### config.mk
export PLATFORM = sky130hd
export DESIGN_NAME = smt_top
export DESIGN_NICKNAME = d
export VERILOG_FILES = /design/src/shared/smt_pkg.sv /design/src/shared/smt_if.sv /design/src/hdl/smt_core.sv /design/src/hdl/smt_top.sv
export SDC_FILE = /design/constraint.sdc
export NUM_CORES = 1
export LEC_CHECK = 0
export ABC_AREA = 0
export BUFFER_PORTS_ARGS = -buffer_cell sky130_fd_sc_hd__buf_2
export CORE_MARGIN = 1.5
export CORE_UTILIZATION = 40
export DETAILED_ROUTE_END_ITERATION = 8
export GPL_TIMING_DRIVEN = 0
export MAX_ROUTING_LAYER = met4
export SLEW_MARGIN = 20
export SYNTH_ARGS = -nofsm -noshare
export SYNTH_HDL_FRONTEND = slang
export SYNTH_SLANG_ARGS = --single-unit
### constraint.sdc
create_clock -name mclk -period 2.54 [get_ports mclk]
set_clock_uncertainty 0.2 [all_clocks]
set_input_delay 0.762 -clock mclk [delete_from_list [all_inputs] [get_ports mclk]]
set_output_delay 0.762 -clock mclk [all_outputs]
set_load 0.03 [all_outputs]
### src/shared/smt_pkg.sv
// Constants shared by the supply min/max tracker and its core
package smt_pkg;

  // ==========================================================
  // Widths
  localparam int RES_W    = 12;
  localparam int DATA_W   = 8;
  localparam int ADDR_W   = 8;
  localparam int MV_W     = 16;
  localparam int SCALE_SH = 16;

  // ==========================================================
  // Register offsets
  localparam logic [ADDR_W-1:0] OFS_MIN_HI = 8'h1D;
  localparam logic [ADDR_W-1:0] OFS_MIN_LO = 8'h1E;
  localparam logic [ADDR_W-1:0] OFS_MAX_HI = 8'h1F;
  localparam logic [ADDR_W-1:0] OFS_MAX_LO = 8'h20;
  localparam logic [ADDR_W-1:0] OFS_CTRL   = 8'h30;
  localparam logic [ADDR_W-1:0] OFS_STAT   = 8'h31;

  // ==========================================================
  // Field positions
  localparam int CTRL_MODE_BIT  = 0;
  localparam int CTRL_CLEAR_BIT = 1;
  localparam int STAT_SRC_BIT   = 0;
  localparam int STAT_SEEN_BIT  = 1;
  localparam int LO_W           = 8;

  // ==========================================================
  // Reset, clear and saturation values
  localparam logic [DATA_W-1:0] RST_RESULT = 8'h00;
  localparam logic              RST_MODE   = 1'b0;
  localparam logic [RES_W-1:0]  FULL_SCALE = 12'hFFF;
  localparam logic [RES_W-1:0]  ZERO_SCALE = 12'h000;

  // ==========================================================
  // Encoding: one count in microvolts, and Q16 reciprocal multipliers
  localparam int LSB_UV_MAIN = 1490;
  localparam int LSB_UV_AUX  = 1010;
  localparam int UV_PER_MV   = 1000;
  localparam int MULT_MAIN   = ((1 << SCALE_SH) * UV_PER_MV + LSB_UV_MAIN / 2) / LSB_UV_MAIN;
  localparam int MULT_AUX    = ((1 << SCALE_SH) * UV_PER_MV + LSB_UV_AUX / 2) / LSB_UV_AUX;

endpackage

### src/shared/smt_if.sv
// Carrier between the register front end and the min/max core
`timescale 1ns/100ps
interface smt_if #(parameter int W = 12);
  logic [W-1:0] sample;
  logic         valid;
  logic         clear;
  logic         inhibit_min;
  logic         inhibit_max;
  logic [W-1:0] min_val;
  logic [W-1:0] max_val;

  modport ctl (output sample, valid, clear, inhibit_min, inhibit_max,
               input  min_val, max_val);
  modport trk (input  sample, valid, clear, inhibit_min, inhibit_max,
               output min_val, max_val);
endinterface

### src/hdl/smt_core.sv
// Minimum and maximum trackers for the encoded supply voltage
`timescale 1ns/100ps
module smt_core
  import smt_pkg::*;
#(
  parameter int W = 12
)
(
  input wire logic clk,
  input wire logic rst_n,
  smt_if.trk       tif
);

  // ==========================================================
  // Elaboration check
  if (W != RES_W)
  begin : g_bad_width
    $error("smt_core: tracker width must match the 12-bit result");
  end

  logic [W-1:0] min_r;
  logic [W-1:0] max_r;
  logic         arm_min_r;
  logic         arm_max_r;
  logic         upd_min;
  logic         upd_max;

  assign upd_min = tif.valid && !tif.inhibit_min && (arm_min_r || tif.sample < min_r);
  assign upd_max = tif.valid && !tif.inhibit_max && (arm_max_r || tif.sample > max_r);

  // ==========================================================
  // Minimum tracker
  always_ff @(posedge clk or negedge rst_n)
  begin
    if (!rst_n)
    begin
      min_r     <= '0;
      arm_min_r <= 1'b1;
    end
    else if (tif.clear && tif.valid && !tif.inhibit_min)
    begin
      min_r     <= tif.sample;
      arm_min_r <= 1'b0;
    end
    else if (tif.clear)
    begin
      min_r     <= FULL_SCALE[W-1:0];
      arm_min_r <= 1'b0;
    end
    else if (upd_min)
    begin
      min_r     <= tif.sample;
      arm_min_r <= 1'b0;
    end
  end

  // ==========================================================
  // Maximum tracker
  always_ff @(posedge clk or negedge rst_n)
  begin
    if (!rst_n)
    begin
      max_r     <= '0;
      arm_max_r <= 1'b1;
    end
    else if (tif.clear && tif.valid && !tif.inhibit_max)
    begin
      max_r     <= tif.sample;
      arm_max_r <= 1'b0;
    end
    else if (tif.clear)
    begin
      max_r     <= ZERO_SCALE[W-1:0];
      arm_max_r <= 1'b0;
    end
    else if (upd_max)
    begin
      max_r     <= tif.sample;
      arm_max_r <= 1'b0;
    end
  end

  assign tif.min_val = min_r;
  assign tif.max_val = max_r;
endmodule // smt_core

### src/hdl/smt_top.sv
// Supply voltage min/max tracker with coherent two-register reads
//
// Decided for this implementation: the strobed register port.
`timescale 1ns/100ps
// Functional notes
// - High register bits 3:0 hold result bits 11:8; bits 7:4 read zero.
// - Low register bits 7:0 hold result bits 7:0.
// - Minimum replaced by any lower measurement since the last clear.
// - Maximum replaced by any higher measurement since the last clear.
// - Mode bit 1 measures the auxiliary supply, else the main battery.
// - Addressing a result register freezes updates to that tracker.
// - Reading a high register copies its live low byte into a shadow.
// - Reading a low register returns its shadow, not the live value.
// - Main battery results count 1.49 mV per step.
// - Auxiliary supply results count 1.01 mV per step.
module smt_top
  import smt_pkg::*;
#(
  parameter int RES_WIDTH = RES_W
)
(
  input  wire logic              mclk,
  input  wire logic              rstn,
  input  wire logic [ADDR_W-1:0] reg_addr,
  input  wire logic [DATA_W-1:0] reg_wdata,
  input  wire logic              reg_wr,
  input  wire logic              reg_rd,
  output logic      [DATA_W-1:0] reg_rdata,
  input  wire logic              meas_valid,
  input  wire logic [MV_W-1:0]   main_mv,
  input  wire logic [MV_W-1:0]   aux_mv,
  output logic                   source_is_aux
);

  // ==========================================================
  // Elaboration check
  if (RES_WIDTH != RES_W)
  begin : g_bad_width
    $error("smt_top: result width must match the 12-bit register layout");
  end

  localparam int PROD_W = MV_W + SCALE_SH + 1;
  localparam logic [SCALE_SH:0] MULT_MAIN_C = MULT_MAIN[SCALE_SH:0];
  localparam logic [SCALE_SH:0] MULT_AUX_C  = MULT_AUX[SCALE_SH:0];

  // ==========================================================
  // Reset release
  logic rst_meta_r;
  logic rst_n_s;

  always_ff @(posedge mclk or negedge rstn)
  begin
    if (!rstn)
    begin
      rst_meta_r <= 1'b0;
      rst_n_s    <= 1'b0;
    end
    else
    begin
      rst_meta_r <= 1'b1;
      rst_n_s    <= rst_meta_r;
    end
  end

  // ==========================================================
  // Control register
  logic mode_r;
  logic clear_r;
  logic seen_r;
  logic wr_ctrl;

  assign wr_ctrl = reg_wr && reg_addr == OFS_CTRL;

  always_ff @(posedge mclk or negedge rst_n_s)
  begin
    if (!rst_n_s)
      mode_r <= RST_MODE;
    else if (wr_ctrl)
      mode_r <= reg_wdata[CTRL_MODE_BIT];
  end

  always_ff @(posedge mclk or negedge rst_n_s)
  begin
    if (!rst_n_s)
      clear_r <= 1'b0;
    else
      clear_r <= wr_ctrl && reg_wdata[CTRL_CLEAR_BIT];
  end

  assign source_is_aux = mode_r;

  // ==========================================================
  // Source selection and encoding
  logic [MV_W-1:0]     mv_sel;
  logic [SCALE_SH:0]   mult_sel;
  logic [PROD_W-1:0]   prod;
  logic [PROD_W-SCALE_SH-1:0] quot;
  logic [RES_W-1:0]    enc_nxt;
  logic [RES_W-1:0]    enc_r;
  logic                enc_vld_r;

  always_comb
  begin
    mv_sel   = mode_r ? aux_mv : main_mv;
    mult_sel = mode_r ? MULT_AUX_C : MULT_MAIN_C;
    prod     = mv_sel * mult_sel;
    quot     = prod[PROD_W-1:SCALE_SH];
    if (quot > {{(PROD_W-SCALE_SH-RES_W){1'b0}}, FULL_SCALE})
      enc_nxt = FULL_SCALE;
    else
      enc_nxt = quot[RES_W-1:0];
  end

  always_ff @(posedge mclk or negedge rst_n_s)
  begin
    if (!rst_n_s)
    begin
      enc_r     <= ZERO_SCALE;
      enc_vld_r <= 1'b0;
    end
    else
    begin
      enc_vld_r <= meas_valid;
      if (meas_valid)
        enc_r <= enc_nxt;
    end
  end

  // ==========================================================
  // Trackers
  smt_if #(.W(RES_W)) tif ();

  logic min_addressed;
  logic max_addressed;

  assign min_addressed   = reg_addr == OFS_MIN_HI || reg_addr == OFS_MIN_LO;
  assign max_addressed   = reg_addr == OFS_MAX_HI || reg_addr == OFS_MAX_LO;
  assign tif.sample      = enc_r;
  assign tif.valid       = enc_vld_r;
  assign tif.clear       = clear_r;
  assign tif.inhibit_min = min_addressed;
  assign tif.inhibit_max = max_addressed;

  smt_core #(.W(RES_W)) u_core (
    .clk   (mclk),
    .rst_n (rst_n_s),
    .tif   (tif)
  );

  // Seen flag: a sample in the clear cycle wins over the clear
  always_ff @(posedge mclk or negedge rst_n_s)
  begin
    if (!rst_n_s)
      seen_r <= 1'b0;
    else if (enc_vld_r)
      seen_r <= 1'b1;
    else if (clear_r)
      seen_r <= 1'b0;
  end

  // ==========================================================
  // Low-byte shadows
  logic [LO_W-1:0] min_lo_shadow_r;
  logic [LO_W-1:0] max_lo_shadow_r;
  logic            rd_min_hi;
  logic            rd_max_hi;

  assign rd_min_hi = reg_rd && reg_addr == OFS_MIN_HI;
  assign rd_max_hi = reg_rd && reg_addr == OFS_MAX_HI;

  always_ff @(posedge mclk or negedge rst_n_s)
  begin
    if (!rst_n_s)
      min_lo_shadow_r <= RST_RESULT;
    else if (rd_min_hi)
      min_lo_shadow_r <= tif.min_val[LO_W-1:0];
  end

  always_ff @(posedge mclk or negedge rst_n_s)
  begin
    if (!rst_n_s)
      max_lo_shadow_r <= RST_RESULT;
    else if (rd_max_hi)
      max_lo_shadow_r <= tif.max_val[LO_W-1:0];
  end

  // ==========================================================
  // Read port
  logic [DATA_W-1:0] rd_mux;
  logic [DATA_W-1:0] rdata_r;

  always_comb
  begin
    rd_mux = RST_RESULT;
    case (reg_addr)
      OFS_MIN_HI: rd_mux = {4'h0, tif.min_val[RES_W-1:LO_W]};
      OFS_MIN_LO: rd_mux = min_lo_shadow_r;
      OFS_MAX_HI: rd_mux = {4'h0, tif.max_val[RES_W-1:LO_W]};
      OFS_MAX_LO: rd_mux = max_lo_shadow_r;
      OFS_CTRL:   rd_mux = {7'h00, mode_r};
      OFS_STAT:   rd_mux = {6'h00, seen_r, mode_r};
      default:    rd_mux = RST_RESULT;
    endcase
  end

  always_ff @(posedge mclk or negedge rst_n_s)
  begin
    if (!rst_n_s)
      rdata_r <= RST_RESULT;
    else if (reg_rd)
      rdata_r <= rd_mux;
    else
      rdata_r <= RST_RESULT;
  end

  assign reg_rdata = rdata_r;

  logic [31:0]     chk_uv;
  logic [31:0]     chk_lsb;
  logic [31:0]     chk_lo;
  logic [MV_W-1:0] chk_mv_r;
  logic            chk_mode_r;

  // Source and mode as taken at the previous clock edge
  always_ff @(posedge mclk)
  begin
    chk_mv_r   <= mv_sel;
    chk_mode_r <= mode_r;
  end

  assign chk_uv  = {16'h0000, chk_mv_r} * 32'(UV_PER_MV);
  assign chk_lsb = chk_mode_r ? 32'(LSB_UV_AUX) : 32'(LSB_UV_MAIN);
  assign chk_lo  = {20'h00000, enc_r} * chk_lsb;
endmodule // smt_top

# Yosys cells after proc, flatten, opt, wreduce, memory -nomap -nowiden
# Index checks and enable logic that the tools add are counted.
[classes] addsub=0 mul=1 div=0 order_cmp=3 eq_ne=6 shifts=0 muxes=19 n_bitwise=0 reduce_logical=20
[op_table] operator="2-to-1 mux 12 bit" count=7
[op_table] operator="case mux 8 bit (6 select lines)" count=1
[op_table] operator="multiplier 16 x 16 -> 32 bit" count=1
[op_table] operator="equality test 8 x 5 -> 1 bit (second input constant)" count=3
[op_table] operator="equality test 8 x 6 -> 1 bit (second input constant)" count=3
[op_table] operator="> comparator 16 x 12 -> 1 bit (second input constant)" count=1
[op_table] operator="2-to-1 mux 16 bit" count=1
[op_table] operator="2-to-1 mux 15 bit" count=1
[op_table] operator="> comparator 12 bit" count=1
[op_table] operator="< comparator 12 bit" count=1
[op_table] operator="logical AND 1 bit" count=11
[op_table] operator="2-to-1 mux 1 bit" count=8
[op_table] operator="2-to-1 mux 8 bit" count=1
[op_table] operator="nonzero test 3 bit" count=2
[op_table] operator="logical OR 1 bit" count=4
[op_table] operator="zero test 1 bit" count=2
[op_table] operator="nonzero test 2 bit" count=1
[totals] ff_bits=68 latchBits=0 mem_bits_rw=0 mem_bits_ro=0 word_cells=63 memories=0

# Depth between registers and ports, before layout
[depth] ltp_word=8 depth_mapped=28 depth_no_buf=26

# Cells and area by module
# A second synthesis with hierarchy kept.
[unflattened] hier_cells=1117 hier_area_um2=10472.5
[by_module_without_submodules] mod="smt_top" n_inst=1 cells_per_inst=961 area_per_inst_um2=8879.8 seq_area_each_um2=1051.0
[by_module_without_submodules] mod="smt_core" n_inst=1 cells_per_inst=156 area_per_inst_um2=1592.8 seq_area_each_um2=653.1

# Worst setup path after synthesis
# Ideal clock, no wire load.
[synth_path] path_kind="register to register" start="reg mode_r (netlist: source_is_aux)" end="reg enc_r[8]" setup_ns=0.126 arrival_time_ns=6.966 required_ns=2.214 slack_ns=-4.752 stages_incl_launch_ff=28 n_path_buf=4 path_cell_list="dfrtp_1 -> clkbuf_1 -> clkbuf_1 -> clkbuf_1 -> nand2_1 -> inv_1 -> nor2_1 -> inv_1 -> fa_1 -> inv_1 -> fa_1 -> fa_1 -> inv_1 -> fa_1 -> fa_1 -> inv_1 -> fa_1 -> inv_1 -> ha_1 -> nand2_1 -> o21ai_1 -> o21ai_0 -> a31oi_2 -> and2_4 -> a31oi_2 -> mux2_4 -> buf_6 -> o32a_1"
[synth_via] elab_chain_len=4 word_cells_on_any_way=5
[synth_lines] item="start: declaration" line="smt_top.sv:67" text="logic mode_r;"
[synth_lines] item="start signal: assignment" line="smt_top.sv:79" text="mode_r <= reg_wdata[CTRL_MODE_BIT];"
[synth_lines] item="2-to-1 mux 16 bit or 2-to-1 mux 15 bit (tied branches)" line="smt_top.sv:104, smt_top.sv:105"
[synth_lines] item="multiplier 16 x 16 -> 32 bit (*)" line="smt_top.sv:106" text="prod = mv_sel * mult_sel;"
[synth_lines] item="> comparator 16 x 12 -> 1 bit" line="smt_top.sv:108" text="if (quot > {{(PROD_W-SCALE_SH-RES_W){1'b0}}, FULL_SCALE})"
[synth_lines] item="2-to-1 mux 12 bit (*)" line="smt_top.sv:108"
[synth_lines] item="end signal: assignment" line="smt_top.sv:125" text="enc_r <= enc_nxt;"
[synth_lines] item="end: declaration" line="smt_top.sv:99" text="logic [RES_W-1:0] enc_r;"
# Mark *: on every way between the ends. The rest lies on a longest branch, timed or not.
# A chain may end at the register's enable or synchronous reset.

# Worst setup path after layout
[layout_path] start="reg mode_r (netlist: source_is_aux)" end="reg enc_r[6]"
# The elaborated chain is that of the path after synthesis.

==> flow_summary.json <==
{
  "relSlewSlack_pct": 50.2,
  "setup_viol": 12,
  "initial_utilization_pct": 40.9,
  "synth_top_cell_by_area": "fa_1",
  "areaGrowthSynthToFinish_pct": 23.1,
  "syn-instance-count": 1111,
  "cap_violations": 0,
  "max_freq_ghz": 0.146,
  "slowest_stage": "fa_1",
  "htreeDepth": 3,
  "synth-main-ff-cell": "dfrtp_1",
  "critPathTopFamily": "adder cells",
  "globalRouteMet1Util_pct": 29.4,
  "place_area_um2": 11400,
  "gr-usage-met3_pct": 3.28,
  "finalHoldViolCount": 5,
  "busiest_layer": "met2",
  "nets": 1565,
  "yosysTopAreaCellShare_pct": 28.5,
  "ys_async_sr_fraction_pct": 100,
  "clock_sinks": 68,
  "post-route-period-util_pct": 270,
  "diodes": 0,
  "hp-class": "register to async pin",
  "grtUsageTotal_pct": 21.7,
  "cts_buffer_depth": 2,
  "design_area_um2": 12700,
  "synth_area_leaders": "fa_1, ha_1, dfrtp_1",
  "rsz0062_at_grt": "true",
  "crit_path_start_kind": "register",
  "grt_pass1_vias": 8576,
  "reg2reg_to": "enc_r[6]",
  "synth.cell_area_um2": 10300,
  "gr-total-overflow": 0,
  "whs_ns": -0.00214,
  "ant_nets": 0,
  "endpoint_kind": "register",
  "gr-usage-met2_pct": 35.3,
  "detailedRoute.firstIterationViolations": 481,
  "numCtsBuffers": 9,
  "core_um2": 25300,
  "ys_ff_latch": 68,
  "dp.final_hpwl_mm": 21.9,
  "violations": "negative hold slack, negative setup slack",
  "grt_max_degree": 52,
  "critical_path_class": "register to register",
  "die_width_um": 164,
  "die_area_um2": 26800,
  "clkLatencyLatePin_ns": 0.33,
  "antenna_found_initial": 0,
  "crit_fanout": 7,
  "synth.net_count": 1446,
  "buffer_ports.inserted": 51,
  "num_vias": 8140,
  "synth.avg_cell_area_um2": 9.30,
  "status": "complete, but fails checks",
  "clockRootBuffer": "clkbuf_16",
  "worstPathArrival_ns": 6.86,
  "fillerInstances": 2386,
  "reg2reg_from": "source_is_aux",
  "synth-edff-count": 0,
  "place.gp.congestion": 0.926,
  "endpoint": "enc_r[6]",
  "period_minus_slack_ns": 6.85,
  "cp_slowest_stage_delay_ns": 0.53,
  "required_ns": 2.56,
  "maxSlewViolCount": 0,
  "drive_gt1_share_pct": 25.5,
  "synth_cell_types": 72,
  "avgViaCountPerCell": 5.20,
  "ioPinCount": 62,
  "drc": 0,
  "cts_tree": "yes",
  "critPathBufInv": 10,
  "reg2reg_depth": 27,
  "drt-total-wl_mm": 26.8,
  "final_util_pct": 50.4,
  "path_clk_slew_ns": 0.06,
  "yosysSeqAreaShare_pct": 16.5,
  "worstSetupStartpoint": "source_is_aux",
  "grt_pass1_wl_mm": 43.9,
  "worst_pin_slew_ns": 0.747,
  "die_h_um": 164,
  "wl_per_cell_um": 17.1,
  "yosysWarnings": 0,
  "critical_path_depth": 27,
  "rows": 58,
  "r2r_setup_slack_ns": -4.31,
  "timing.final.ws_setup_ns": -4.31,
  "first_pass_iters": 5
}
## how the worst min path moves through the flow
| stage | to | slack, ns | cells after the start |
|---|---|---|---|
| after detailed placement | enc_r[5] | -0.002 | 0 |
| after global routing | enc_r[4] | 0.02 | 0 |
| after floorplan | rst_n_s | 0.13 | 0 |
| final | enc_r[5] | -0.002 | 0 |
| after CTS | enc_r[5] | 0.004 | 0 |
| after global placement | rst_n_s | 0.14 | 0 |
## repair_timing
action / 4_1_cts / 5_1_grt
hold endpoints to repair: 2 / 0
endpoints found under the setup margin: 38 / 50
buffers inserted: 34 / 19
hold buffers: 1 / 0
cloned: 4 / 2
resized for setup: 89 / 52
pin swaps: 47 / 42
## cells in the mapped netlist, types with 10 or more instances
cell,instances
clkbuf_1,14
fa_1,147
a21o_1,16
o22a_1,12
dfrtp_1,66
nor2_1,41
inv_1,285
and2_1,10
nand4_1,11
o211ai_1,16
o21ai_1,21
nand2_1,69
ha_1,135
xnor2_1,20
a21oi_1,52
o32a_1,12
o21ai_0,41
## worst register-to-register path, stage by stage (launching register included)
cell and delay, ns:
dfrtp_2 0.45, clkbuf_16 0.20, clkbuf_16 0.18, clkbuf_16 0.17
nand2_8 0.10, inv_8 0.04, nor2_4 0.11, inv_4 0.07
fa_1 0.53, inv_2 0.06, fa_1 0.45, fa_1 0.53
inv_2 0.05, fa_2 0.44, fa_1 0.51, inv_2 0.04
fa_2 0.53, inv_2 0.04, ha_4 0.28, nand2_4 0.06
a211oi_2 0.22, a21oi_2 0.11, a211oi_4 0.31, o21ai_1 0.11
xor2_1 0.20, nand4_1 0.21, buf_4 0.22, o32a_1 0.33
## metal layers
| metal | vias to the layer above | part of all wire [%] |
|---|---|---|
| li1 | 3843 | - |
| met1 | 4099 | 47 |
| met2 | 172 | 47 |
| met3 | 26 | 4.9 |
| met4 | 0 | 1.6 |
| met5 | - | 0 |
## stage by stage
stage	hold WS, ns	setup TNS (ns)	worst slack, ns	instances
2_1_floorplan	0.131	-48.52	-3.95	1111
5_1_grt	0.0191	-55.04	-4.58	1565
4_1_cts	0.00356	-51.29	-4.29	1545
3_3_place_gp	0.136	-106.69	-4.76	1492
6_report	-0.00214	-51.35	-4.31	1565
3_5_place_dp	-0.00212	-75.20	-4.80	1493
## layout make-up
type / count / area (µm²) / area share [%]
tap: 330 / 413 / 3.24
sequential: 68 / 1710 / 13.5
buffer: 24 / 260 / 2.04
timing repair buffer: 111 / 778 / 6.11
clock inverter: 5 / 82.6 / 0.649
multi-input combinational: 730 / 8130 / 63.9
inverter: 286 / 1100 / 8.68
clock buffer: 11 / 243 / 1.91
## sequential cells by signal, summed over array words and instances, names as in the netlist
name                flops
rst_n_s                 1
source_is_aux           1
u_core.arm_max_r        1
u_core.arm_min_r        1
u_core.tif.min_val     12
enc_r                  12
enc_vld_r               1
min_lo_shadow_r         8
rst_meta_r              1
seen_r                  1
reg_rdata               8
max_lo_shadow_r         8
u_core.tif.max_val     12
clear_r                 1
## cell usage in the layout, fill, tap and decap left out, types with 7 or more instances in the layout
cell	netlist	layout
inv_1	285	256
fa_1	147	137
ha_1	135	121
dfrtp_1	66	61
buf_2	7	57
buf_4	1	54
nand2_1	69	53
a21oi_1	52	41
o21ai_0	41	37
nor2_1	41	24
inv_2	0	23
o21ai_1	21	21
xnor2_1	20	20
o211ai_1	16	16
clkbuf_16	0	15
a21o_1	16	15
nor2_4	0	14
o22a_1	12	12
o32a_1	12	12
ha_4	0	12
nand4_1	11	11
fa_2	0	10
xor2_1	9	9
buf_6	3	8
a21oi_2	1	8
nand2_2	1	7
and2_1	10	7
o21a_1	7	7
a22oi_1	7	7
## kinds of logic after synthesis
group	after synthesis	share of synthesized area (%)
multiplexers	5	0.581
buffers and inverters	314	11.7
AND/OR/NAND/NOR	191	9.32
flip-flops	68	16.5
XOR/XNOR	29	2.46
adder cells (fa/ha/maj)	282	44.8
AO/OA/AOI/OAI	221	14.6
other	1	0.0363
Power is not shown: default switching activity piles up to over one toggle a cycle in this logic, so the estimate is an artifact.
